<file path="config.mk">
export PLATFORM = sky130hd
export DESIGN_NAME = gcd_dispatch
export DESIGN_NICKNAME = d
export VERILOG_FILES = /design/src/hdl/gcd_dispatch.v
export VERILOG_INCLUDE_DIRS = /design/src /design/src/common
export SDC_FILE = /design/constraint.sdc
export NUM_CORES = 2
export LEC_CHECK = 0
export BUFFER_PORTS_ARGS = -buffer_cell sky130_fd_sc_hd__buf_2
export CORE_ASPECT_RATIO = 1.1
export CORE_MARGIN = 2
export CORE_UTILIZATION = 60
export CTS_BUF_LIST = sky130_fd_sc_hd__clkbuf_8
export DETAILED_ROUTE_END_ITERATION = 12
export PLACE_DENSITY = 0.79
export SLEW_MARGIN = 20
export SYNTH_ARGS = -nofsm -noshare
export SYNTH_HDL_FRONTEND = slang
export SYNTH_SLANG_ARGS = --single-unit
</file>
<file path="constraint.sdc">
create_clock -name clock -period 19.8 [get_ports clock]
set_clock_uncertainty 0.1 [all_clocks]
set_input_delay 0.99 -clock clock [delete_from_list [all_inputs] [get_ports clock]]
set_output_delay 0.99 -clock clock [all_outputs]
set_load 0.01 [all_outputs]
</file>
<file path="src/common/gcd_defines.vh">
// Address map, mode codes and operation codes of the command dispatcher
`ifndef GCD_DEFINES_VH
`define GCD_DEFINES_VH
// ==========================================
// Register byte offsets in register space
`define GCD_GRP_MASK 12'hFE0
`define GCD_MODE_OFS 12'h000
`define GCD_SLOPE_OFS 12'h020
`define GCD_SPAN_OFS 12'h040
`define GCD_SNOGO_OFS 12'h060
`define GCD_CONT_OFS 12'h080
`define GCD_PADR_OFS 12'h084
`define GCD_CSRC_OFS 12'h088
`define GCD_CDST_OFS 12'h08C
`define GCD_CSRI_OFS 12'h090
`define GCD_CDSI_OFS 12'h094
`define GCD_STAT_OFS 12'h098
`define GCD_DEEP_OFS 12'h09C
`define GCD_FG_OFS 12'h0A0
`define GCD_BG_OFS 12'h0A4
// ==========================================
// Field positions
`define GCD_MODE_MSB 3
`define GCD_ADRSEL_BIT 8
`define GCD_BUSY_BIT 0
`define GCD_LVL_LSB 8
`define GCD_BPP32_BIT 0
// ==========================================
// Drawing modes held in mode_select_reg
`define GCD_M_SIMPLE 4'h0
`define GCD_M_OSTIP 4'h1
`define GCD_M_TRPM 4'h6
`define GCD_M_OFILL 4'h7
`define GCD_M_TXFILL 4'hA
`define GCD_M_OLINE 4'hB
`define GCD_M_TLINE 4'hC
`define GCD_M_COPY 4'hD
`define GCD_M_DMA 4'hE
`define GCD_M_SCALED 4'hF
// ==========================================
// Operation codes sent to the pixel engines
`define GCD_OP_WRITE 4'h0
`define GCD_OP_STIPPLE 4'h1
`define GCD_OP_FILL 4'h2
`define GCD_OP_LINE 4'h3
`define GCD_OP_LINIT 4'h4
`define GCD_OP_LCONT 4'h5
`define GCD_OP_CFILL 4'h6
`define GCD_OP_CDRAIN 4'h7
`define GCD_OP_DMA 4'h8
`define GCD_OP_SCALED 4'h9
// ==========================================
// Span limits: pixels, or bytes for copy-64, DMA and scaled copy
`define GCD_N_SIMPLE 14'h0004
`define GCD_N_STIP 14'h0020
`define GCD_N_LINE 14'h0010
`define GCD_N_FILL 14'h0800
`define GCD_N_C64 14'h0040
`define GCD_N_C8 14'h0020
`define GCD_N_C32 14'h0010
`define GCD_N_DMA 14'h2000
`define GCD_N_SCALED 14'h1000
`endif

</file>
<file path="src/hdl/gcd_dispatch.v">
// Graphics command FIFO and mode-dependent dispatcher with APB slave
`timescale 1ns/1ns
// Function
// - Frame-buffer write starts mode-selected operation
// - Command register write uses register address
// - Line mode slope/span write: init, draw 16
// - Slope-init-only write initialises engine only
// - Line mode continue extends line 16 pixels
// - Other modes: continue starts mode operation
// - Copy source command fills 64 bytes
// - Copy destination command drains 64 bytes
// - Indirect copy commands use pixel address
// - Copy mode fb write fills or drains
// - Stipple modes draw 32-pixel patterned spans
// - Fill modes fill spans up to 2K
// - Line modes fb write draws 16 pixels
// - DMA copy moves up to 8KB
// - Scaled copy moves up to 4KB
// - 64-entry command FIFO, one packet at a time
// - Next packet waits for previous completion
// - Control registers are double-buffered
// - Busy flag at status bit 0
// - Status write queued, acts as barrier
`include "gcd_defines.vh"

module gcd_dispatch #(
    parameter AW = 24, // APB address width, top bit selects frame buffer
    parameter DEPTH = 64, // Command FIFO entries
    parameter FAW = 6 // FIFO pointer width
) (
    input wire clock, // Core clock
    input wire rst, // Asynchronous reset, active high
    input wire psel, // APB select
    input wire penable, // APB enable
    input wire pwrite, // APB direction
    input wire [AW-1:0] paddr, // APB byte address
    input wire [31:0] pwdata, // APB write data
    output reg [31:0] prdata, // APB read data
    output reg pready, // APB ready
    output reg pslverr, // APB error, unmapped address
    output reg op_valid, // Operation offered to engines
    input wire op_ready, // Engines accept operation
    input wire op_done, // Engines finished accepted operation
    input wire eng_busy, // Engines still processing
    output reg [3:0] op_code, // Operation code
    output reg [3:0] op_mode, // Mode variant for the engines
    output reg [AW-1:0] op_addr, // Frame-buffer byte address
    output reg [31:0] op_data, // Write data of the initiating write
    output reg [13:0] op_count, // Span limit in pixels or bytes
    output reg [2:0] op_slope, // Slope register index
    output reg [31:0] op_fg, // Active foreground colour
    output reg [31:0] op_bg, // Active background colour
    output reg op_bpp32, // Active 32 bpp destination
    output reg busy // Busy flag
);

// ==========================================
// Dispatcher states
localparam S_IDLE = 2'b00;
localparam S_ISSUE = 2'b01;
localparam S_WAIT = 2'b10;
localparam S_BAR = 2'b11;
localparam EW = AW - 2 + 32;

reg [EW-1:0] fifo_mem [0:DEPTH-1];
reg [FAW-1:0] wp_q;
reg [FAW-1:0] rp_q;
reg [FAW:0] cnt_q;
reg [1:0] st_q;
reg [1:0] st_d;
reg [3:0] mode_q;
reg adrsel_q;
reg [31:0] padr_q;
reg [31:0] span_q;
reg [31:0] fg_q;
reg [31:0] bg_q;
reg [31:0] deep_q;
reg copy_full_q;
reg [31:0] rd_d;
reg mapped;
reg launch;
reg barrier;
reg ctl_wr;
reg tog;
reg [3:0] code_d;
reg [13:0] n_d;
reg [AW-1:0] a_d;
reg [3:0] m_code;
reg [13:0] m_n;
reg m_tog;

// ==========================================
// APB side: decode and FIFO push
wire acc = psel && penable && !pready;
wire is_fb = paddr[AW-1];
wire [11:0] off = paddr[11:0];
wire [11:0] grp = off & `GCD_GRP_MASK;
wire full = (cnt_q == DEPTH[FAW:0]);
wire push = acc && pwrite && mapped && !full;

// Map check; the slope groups are eight words each
always @* begin
    mapped = is_fb || grp == `GCD_SLOPE_OFS || grp == `GCD_SNOGO_OFS;
    case (off)
    `GCD_MODE_OFS, `GCD_SPAN_OFS, `GCD_CONT_OFS, `GCD_PADR_OFS,
    `GCD_CSRC_OFS, `GCD_CDST_OFS, `GCD_CSRI_OFS, `GCD_CDSI_OFS,
    `GCD_STAT_OFS, `GCD_DEEP_OFS, `GCD_FG_OFS, `GCD_BG_OFS: begin
        mapped = 1'b1;
    end
    default: begin
    end
    endcase
end

// Read mux shows the loading copies and live status
always @* begin
    rd_d = 32'h0000_0000;
    if (!is_fb) begin
        case (off)
        `GCD_MODE_OFS: begin
            rd_d[`GCD_MODE_MSB:0] = mode_q;
            rd_d[`GCD_ADRSEL_BIT] = adrsel_q;
        end
        `GCD_SPAN_OFS: rd_d = span_q;
        `GCD_PADR_OFS: rd_d = padr_q;
        `GCD_DEEP_OFS: rd_d = deep_q;
        `GCD_FG_OFS: rd_d = fg_q;
        `GCD_BG_OFS: rd_d = bg_q;
        `GCD_STAT_OFS: begin
            rd_d[`GCD_BUSY_BIT] = busy;
            rd_d[`GCD_LVL_LSB+FAW:`GCD_LVL_LSB] = cnt_q;
        end
        default: begin
        end
        endcase
    end
end

// One wait state per transfer; a write stalls while the FIFO is full
always @(posedge clock or posedge rst) begin
    if (rst) begin
        pready <= 1'b0;
        pslverr <= 1'b0;
        prdata <= 32'h0000_0000;
    end else begin
        pready <= acc && (!pwrite || !mapped || !full);
        pslverr <= acc && !mapped;
        if (acc && !pwrite) begin
            prdata <= rd_d;
        end
    end
end

// ==========================================
// Command FIFO: every mapped write is queued in order
wire [EW-1:0] ent = fifo_mem[rp_q];
wire e_fb = ent[EW-1];
wire [AW-1:0] e_adr = {ent[EW-1:32], 2'b00};
wire [11:0] e_off = e_adr[11:0];
wire [11:0] e_grp = e_off & `GCD_GRP_MASK;
wire [31:0] e_dat = ent[31:0];
wire pop = (st_q == S_IDLE) && (cnt_q != {(FAW+1){1'b0}});

// Storage carries no reset; pointers do
always @(posedge clock) begin
    if (push) begin
        fifo_mem[wp_q] <= {paddr[AW-1:2], pwdata};
    end
end

always @(posedge clock or posedge rst) begin
    if (rst) begin
        wp_q <= {FAW{1'b0}};
        rp_q <= {FAW{1'b0}};
        cnt_q <= {(FAW+1){1'b0}};
    end else begin
        if (push) begin
            wp_q <= wp_q + 1'b1;
        end
        if (pop) begin
            rp_q <= rp_q + 1'b1;
        end
        if (push && !pop) begin
            cnt_q <= cnt_q + 1'b1;
        end else if (pop && !push) begin
            cnt_q <= cnt_q - 1'b1;
        end
    end
end

// ==========================================
// Operation chosen by the current mode; copy mode also uses the copy state and the depth register
wire line_m = (mode_q == `GCD_M_OLINE) || (mode_q == `GCD_M_TLINE);
always @* begin
    m_code = `GCD_OP_WRITE;
    m_n = `GCD_N_SIMPLE;
    m_tog = 1'b0;
    if (mode_q >= `GCD_M_OSTIP && mode_q <= `GCD_M_TRPM) begin
        m_code = `GCD_OP_STIPPLE;
        m_n = `GCD_N_STIP;
    end else if (mode_q >= `GCD_M_OFILL && mode_q <= `GCD_M_TXFILL) begin
        m_code = `GCD_OP_FILL;
        m_n = `GCD_N_FILL;
    end else if (line_m) begin
        m_code = `GCD_OP_LINE;
        m_n = `GCD_N_LINE;
    end else if (mode_q == `GCD_M_COPY) begin
        // Copy hardware state picks fill or drain
        m_code = copy_full_q ? `GCD_OP_CDRAIN : `GCD_OP_CFILL;
        m_n = deep_q[`GCD_BPP32_BIT] ? `GCD_N_C32 : `GCD_N_C8;
        m_tog = 1'b1;
    end else if (mode_q == `GCD_M_DMA) begin
        m_code = `GCD_OP_DMA;
        m_n = `GCD_N_DMA;
    end else if (mode_q == `GCD_M_SCALED) begin
        m_code = `GCD_OP_SCALED;
        m_n = `GCD_N_SCALED;
    end
end

// ==========================================
// Decode of the entry at the FIFO head
always @* begin
    launch = 1'b0;
    barrier = 1'b0;
    ctl_wr = 1'b0;
    tog = 1'b0;
    code_d = m_code;
    n_d = m_n;
    a_d = padr_q[AW-1:0];
    if (e_fb) begin
        launch = 1'b1;
        tog = m_tog;
        a_d = e_adr;
    end else if (e_grp == `GCD_SLOPE_OFS || e_off == `GCD_SPAN_OFS) begin
        launch = line_m;
        code_d = `GCD_OP_LINE;
        n_d = `GCD_N_LINE;
    end else if (e_grp == `GCD_SNOGO_OFS) begin
        launch = line_m;
        code_d = `GCD_OP_LINIT;
        n_d = 14'h0000;
    end else begin
        case (e_off)
        `GCD_CONT_OFS: begin
            launch = 1'b1;
            tog = m_tog && !line_m;
            if (line_m) begin
                code_d = `GCD_OP_LCONT;
                a_d = op_addr;
            end else if (!adrsel_q) begin
                a_d = op_addr;
            end
        end
        `GCD_CSRC_OFS, `GCD_CDST_OFS: begin
            launch = (mode_q == `GCD_M_COPY);
            a_d = e_dat[AW-1:0];
            n_d = `GCD_N_C64;
            code_d = (e_off == `GCD_CSRC_OFS) ?
                `GCD_OP_CFILL : `GCD_OP_CDRAIN;
        end
        `GCD_CSRI_OFS, `GCD_CDSI_OFS: begin
            launch = (mode_q == `GCD_M_COPY);
            n_d = `GCD_N_C64;
            code_d = (e_off == `GCD_CSRI_OFS) ?
                `GCD_OP_CFILL : `GCD_OP_CDRAIN;
        end
        `GCD_STAT_OFS: barrier = 1'b1;
        default: ctl_wr = 1'b1;
        endcase
    end
end

// ==========================================
// Loading copies of the control registers; the active copies are
// the op_* outputs, taken only when an operation launches
always @(posedge clock or posedge rst) begin
    if (rst) begin
        mode_q <= `GCD_M_SIMPLE;
        adrsel_q <= 1'b0;
        padr_q <= 32'h0000_0000;
        span_q <= 32'h0000_0000;
        fg_q <= 32'h0000_0000;
        bg_q <= 32'h0000_0000;
        deep_q <= 32'h0000_0000;
        copy_full_q <= 1'b0;
    end else if (pop) begin
        if (ctl_wr) begin
            case (e_off)
            `GCD_MODE_OFS: begin
                mode_q <= e_dat[`GCD_MODE_MSB:0];
                adrsel_q <= e_dat[`GCD_ADRSEL_BIT];
            end
            `GCD_PADR_OFS: padr_q <= e_dat;
            `GCD_FG_OFS: fg_q <= e_dat;
            `GCD_BG_OFS: bg_q <= e_dat;
            `GCD_DEEP_OFS: deep_q <= e_dat;
            default: begin
            end
            endcase
        end
        if (!e_fb && e_off == `GCD_SPAN_OFS) begin
            span_q <= e_dat;
        end
        // Copy commands set the copy state explicitly
        if (launch && code_d == `GCD_OP_CFILL && !tog) begin
            copy_full_q <= 1'b1;
        end else if (launch && code_d == `GCD_OP_CDRAIN && !tog) begin
            copy_full_q <= 1'b0;
        end else if (launch && tog) begin
            copy_full_q <= !copy_full_q;
        end
    end
end

// ==========================================
// Dispatcher state machine
always @* begin
    st_d = st_q;
    case (st_q)
    S_IDLE: begin
        if (pop && launch) begin
            st_d = S_ISSUE;
        end else if (pop && barrier) begin
            st_d = S_BAR;
        end
    end
    S_ISSUE: begin
        if (op_ready) begin
            st_d = S_WAIT;
        end
    end
    S_WAIT: begin
        if (op_done) begin
            st_d = S_IDLE;
        end
    end
    S_BAR: begin
        if (!eng_busy) begin
            st_d = S_IDLE;
        end
    end
    default: st_d = S_IDLE;
    endcase
end

// Operation outputs latch the active parameter set at launch
always @(posedge clock or posedge rst) begin
    if (rst) begin
        st_q <= S_IDLE;
        op_valid <= 1'b0;
        op_code <= `GCD_OP_WRITE;
        op_mode <= `GCD_M_SIMPLE;
        op_addr <= {AW{1'b0}};
        op_data <= 32'h0000_0000;
        op_count <= 14'h0000;
        op_slope <= 3'h0;
        op_fg <= 32'h0000_0000;
        op_bg <= 32'h0000_0000;
        op_bpp32 <= 1'b0;
        busy <= 1'b0;
    end else begin
        st_q <= st_d;
        op_valid <= (st_d == S_ISSUE);
        if (pop && launch) begin
            op_code <= code_d;
            op_mode <= mode_q;
            op_addr <= a_d;
            op_data <= e_dat;
            op_count <= n_d;
            op_slope <= e_off[4:2];
            op_fg <= fg_q;
            op_bg <= bg_q;
            op_bpp32 <= deep_q[`GCD_BPP32_BIT];
        end
        // Lags the FIFO by one cycle, so a poll right after a write
        // may still see idle; the barrier write avoids that race
        busy <= (cnt_q != {(FAW+1){1'b0}}) || (st_d != S_IDLE) ||
            eng_busy;
    end
end

endmodule // gcd_dispatch

</file>
==> flow_summary.json <==
{
  "hpwl_um": 222000,
  "max_cap_viol_count": 0,
  "cpMostUsedCell": "buf_4",
  "power.leakage_nw": 54.6,
  "cts_made_buffers": 565,
  "cp-end-kind": "flop",
  "hold_viol_final": 55,
  "core_um2": 244000,
  "wl_per_cell_um": 36.6,
  "h-tree-depth": 6,
  "antenna_found_initial": 24,
  "cts_num_sinks": 3818,
  "critPathBufInv": 5,
  "critPathRequiredTime_ns": 20.65,
  "clk_pin_slew_worst_paths_ns": 0.06,
  "slowest_stage": "dfrtp_4",
  "min_path_type": "input port to async pin",
  "fin_nets": 7088,
  "rsz0062_at_grt": "false",
  "holdBufCountCts": 0,
  "grt_pass1_vias": 74528,
  "post_cts_buffers": 0,
  "post_cts_resized": 0,
  "fmax_mhz": 118,
  "ctsLongestPathBuffers": 4,
  "vias": 73729,
  "clk_latency_ns": 1.06,
  "nFillCells": 14250,
  "worst_setup_path_start_kind": "flop",
  "place_congestion": 0.873,
  "violations": "hold timing",
  "die_h_um": 523,
  "dp_cells": 9711,
  "slew_headroom_pct": 19.4,
  "drtIter0Drc": 11106,
  "stdcell_area_um2": 163000,
  "dieArea_um2": 249000,
  "finalCriticalPeriod_ns": 8.49,
  "synth-async-reset-ratio_pct": 9.48,
  "io-pin-count": 246,
  "regArea_um2": 113000,
  "synth_edf_count": 3456,
  "synth_cells": 6377,
  "cts_tree": "built",
  "cp_cell_sequence": "buf_4 > buf_12 > buf_4 > buf_12 > mux4_2 > mux2i_1 > o221ai_1 > o21a_1 > or2_2 > nand4_1 > a21boi_0 > a211o_1 > o21ai_4 > buf_4 > mux2_2",
  "ant_nets": 0,
  "drive_above_1_share_pct": 34.5,
  "ys_types": 75,
  "overflow": 0,
  "grt_pass1_wl_um": 554000,
  "cp_top_family": "buffers and inverters",
  "fp-row-count": 190,
  "drt_first_pass_iters": 8,
  "stdcell_count": 10702,
  "synth_warnings": 0,
  "criticalPathCategory": "flop to flop",
  "syn_area_um2": 147000,
  "cp.arrival_ns": 9.33,
  "critical_path.max_fanout": 111,
  "chipWidth_um": 476,
  "worst_path_largest_cell_delay_ns": 0.93,
  "fin_tns_setup_ns": 0,
  "grt_usage_pct": 31.8,
  "synth-seq-cells": 3818,
  "ys_seq_area_share_pct": 76.7,
  "vias_per_cell": 6.89,
  "p_per_area_nw_per_um2": 134,
  "syn_area_per_cell_um2": 23.1,
  "period_share_pct": 42.9,
  "wirelength_um": 392000,
  "vdd_drop_max_mv": 0.135,
  "slew_violations": 0,
  "status": "finished with violations",
  "grt_max_degree": 158,
  "ys.flop_type": "edfxtp_1",
  "worst_slew_pin_slew_ns": 1.21,
  "post_dp_cell_area_um2": 153000,
  "drc": 0,
  "numPortBuffers": 238,
  "syn_to_final_growth_pct": 11.0,
  "setup_viol": 0,
  "multiInputGateArea_um2": 33200,
  "cts_root_buffer": "clkbuf_8",
  "timing.hold.ws_ns": -0.0784,
  "start_util_pct": 60.4
}
## worst paths after layout
path | cells past startpoint | end | slack [ns] | from
max | 15 | op_bg[3]$_DFFE_PP0P_ | 11.31 | rp_q[0]$_DFFE_PP0P_
min in group clock | 3 | busy$_DFF_PP0_ | 0.10 | eng_busy
max reg2reg | 15 | op_bg[3]$_DFFE_PP0P_ | 11.31 | rp_q[0]$_DFFE_PP0P_
max in group asynchronous | 4 | op_count[4]$_DFFE_PP0P_ | 17.17 | rst
min | 2 | prdata[24]$_DFFE_PP0P_ | -0.08 | rst
min reg2reg | 1 | prdata[19]$_DFFE_PP0P_ | 0.37 | prdata[19]$_DFFE_PP0P_
## layout make-up
type | count | share of cell area, %
repair buffers | 419 | 1.74
inverters | 15 | 0.0437
well taps | 3264 | 2.50
flip-flops and latches | 3818 | 69.1
clock inverters | 398 | 1.29
clock buffers | 585 | 4.93
multi-input cells | 2196 | 20.4
diodes | 7 | 0.0107
## flip-flops by register name, indices dropped and copies added (netlist names), 2 cells and up
name,count
op_code,4
bg_q,32
prdata,32
padr_q,32
op_slope,3
op_mode,4
op_addr,24
fifo_mem,3456
op_data,32
rp_q,6
op_fg,32
cnt_q,7
st_q,2
op_bg,32
fg_q,32
wp_q,6
mode_q,4
deep_q,32
span_q,32
op_count,7
## per-stage QoR
stage | hold WS [ns] | total power, mW | util [%] | setup slack (ns)
6_report | -0.0784 | 21.9 | 67.0 | 11.31
3_3_place_gp | 0.354 | 15.9 | 62.7 | 11.25
5_1_grt | 0.0578 | 22.5 | 67.0 | 10.66
4_1_cts | 0.0199 | 21.9 | 66.9 | 11.12
3_5_place_dp | 0.362 | 16.1 | 62.8 | 11.18
2_1_floorplan | 0.359 | 13.6 | - | 8.66
## where the power goes
| group | internal [mW] | switching [mW] |
|---|---|---|
| Clock | 2.90 | 2.98 |
| Sequential | 8.99 | 0.268 |
| Combinational | 2.91 | 3.81 |
| Total | 14.8 | 7.06 |
## worst reg2reg max path, stage by stage (launching register included)
cell,delay (ns)
dfrtp_4,0.93
buf_4,0.82
buf_12,0.74
buf_4,0.81
buf_12,0.75
mux4_2,0.62
mux2i_1,0.28
o221ai_1,0.25
o21a_1,0.18
or2_2,0.31
nand4_1,0.14
a21boi_0,0.17
a211o_1,0.43
o21ai_4,0.61
buf_4,0.74
mux2_2,0.50
## logic make-up (layout without fill, tap and decap cells)
| kind of cell | count (synthesis) | in the layout | share of synthesized area, % |
|---|---|---|---|
| fa+ha+maj | 10 | 10 | 0.0885 |
| buf+inv | 369 | 1417 | 1.08 |
| flops | 3818 | 3818 | 76.7 |
| other cells | 1 | 14 | 0.00255 |
| simple gates | 356 | 356 | 1.11 |
| mux | 1487 | 1487 | 19.4 |
| xor+xnor | 18 | 18 | 0.107 |
| compound gates | 318 | 318 | 1.52 |
## synth_stat cells, drive strengths merged (6+ instances only)
library cell,instances,area share [%]
edfxtp,3456,71
mux4,1046,16
dfrtp,362,6.2
mux2,320,2.5
buf,191,0.63
clkbuf,163,0.42
nand2,132,0.34
mux2i,121,0.82
nor2,111,0.28
a21oi,63,0.22
o21ai,62,0.21
a22oi,32,0.16
a22o,31,0.18
nand3,28,0.095
a222oi,27,0.18
a21o,24,0.12
nor2b,14,0.060
xnor2,14,0.083
inv,13,0.033
a31oi,12,0.051
o221ai,11,0.066
nand3b,10,0.051
a221oi,8,0.048
ha,8,0.068
and2,7,0.030
and3,7,0.030
nand2b,7,0.030
nor3,7,0.024
a21boi,6,0.031
o21a,6,0.031
or3,6,0.026
## routing by layer
layer  vias up  track usage, %  wire [um]
met1     38631            42.4     131000
met2      5748            49.8     188000
met3       961            8.23      50600
met5         -               0        110
met4        18            15.5      21600
li1      28371               -          -
## cells in the final DEF (no fill, tap or decap), drive strengths merged, types with 24 or more instances in the layout
cell type,synthesis,final
inv,13,207
mux4,1046,1046
mux2i,121,121
a21o,24,24
a21oi,63,63
clkinvlp,0,25
nor2,111,111
dfrtp,362,362
edfxtp,3456,3456
buf,191,419
o21ai,62,62
clkbuf,163,585
a22o,31,31
a22oi,32,32
a222oi,27,27
nand3,28,28
mux2,320,320
clkinv,2,170
nand2,132,132
Power figures use the tool's default switching activity.
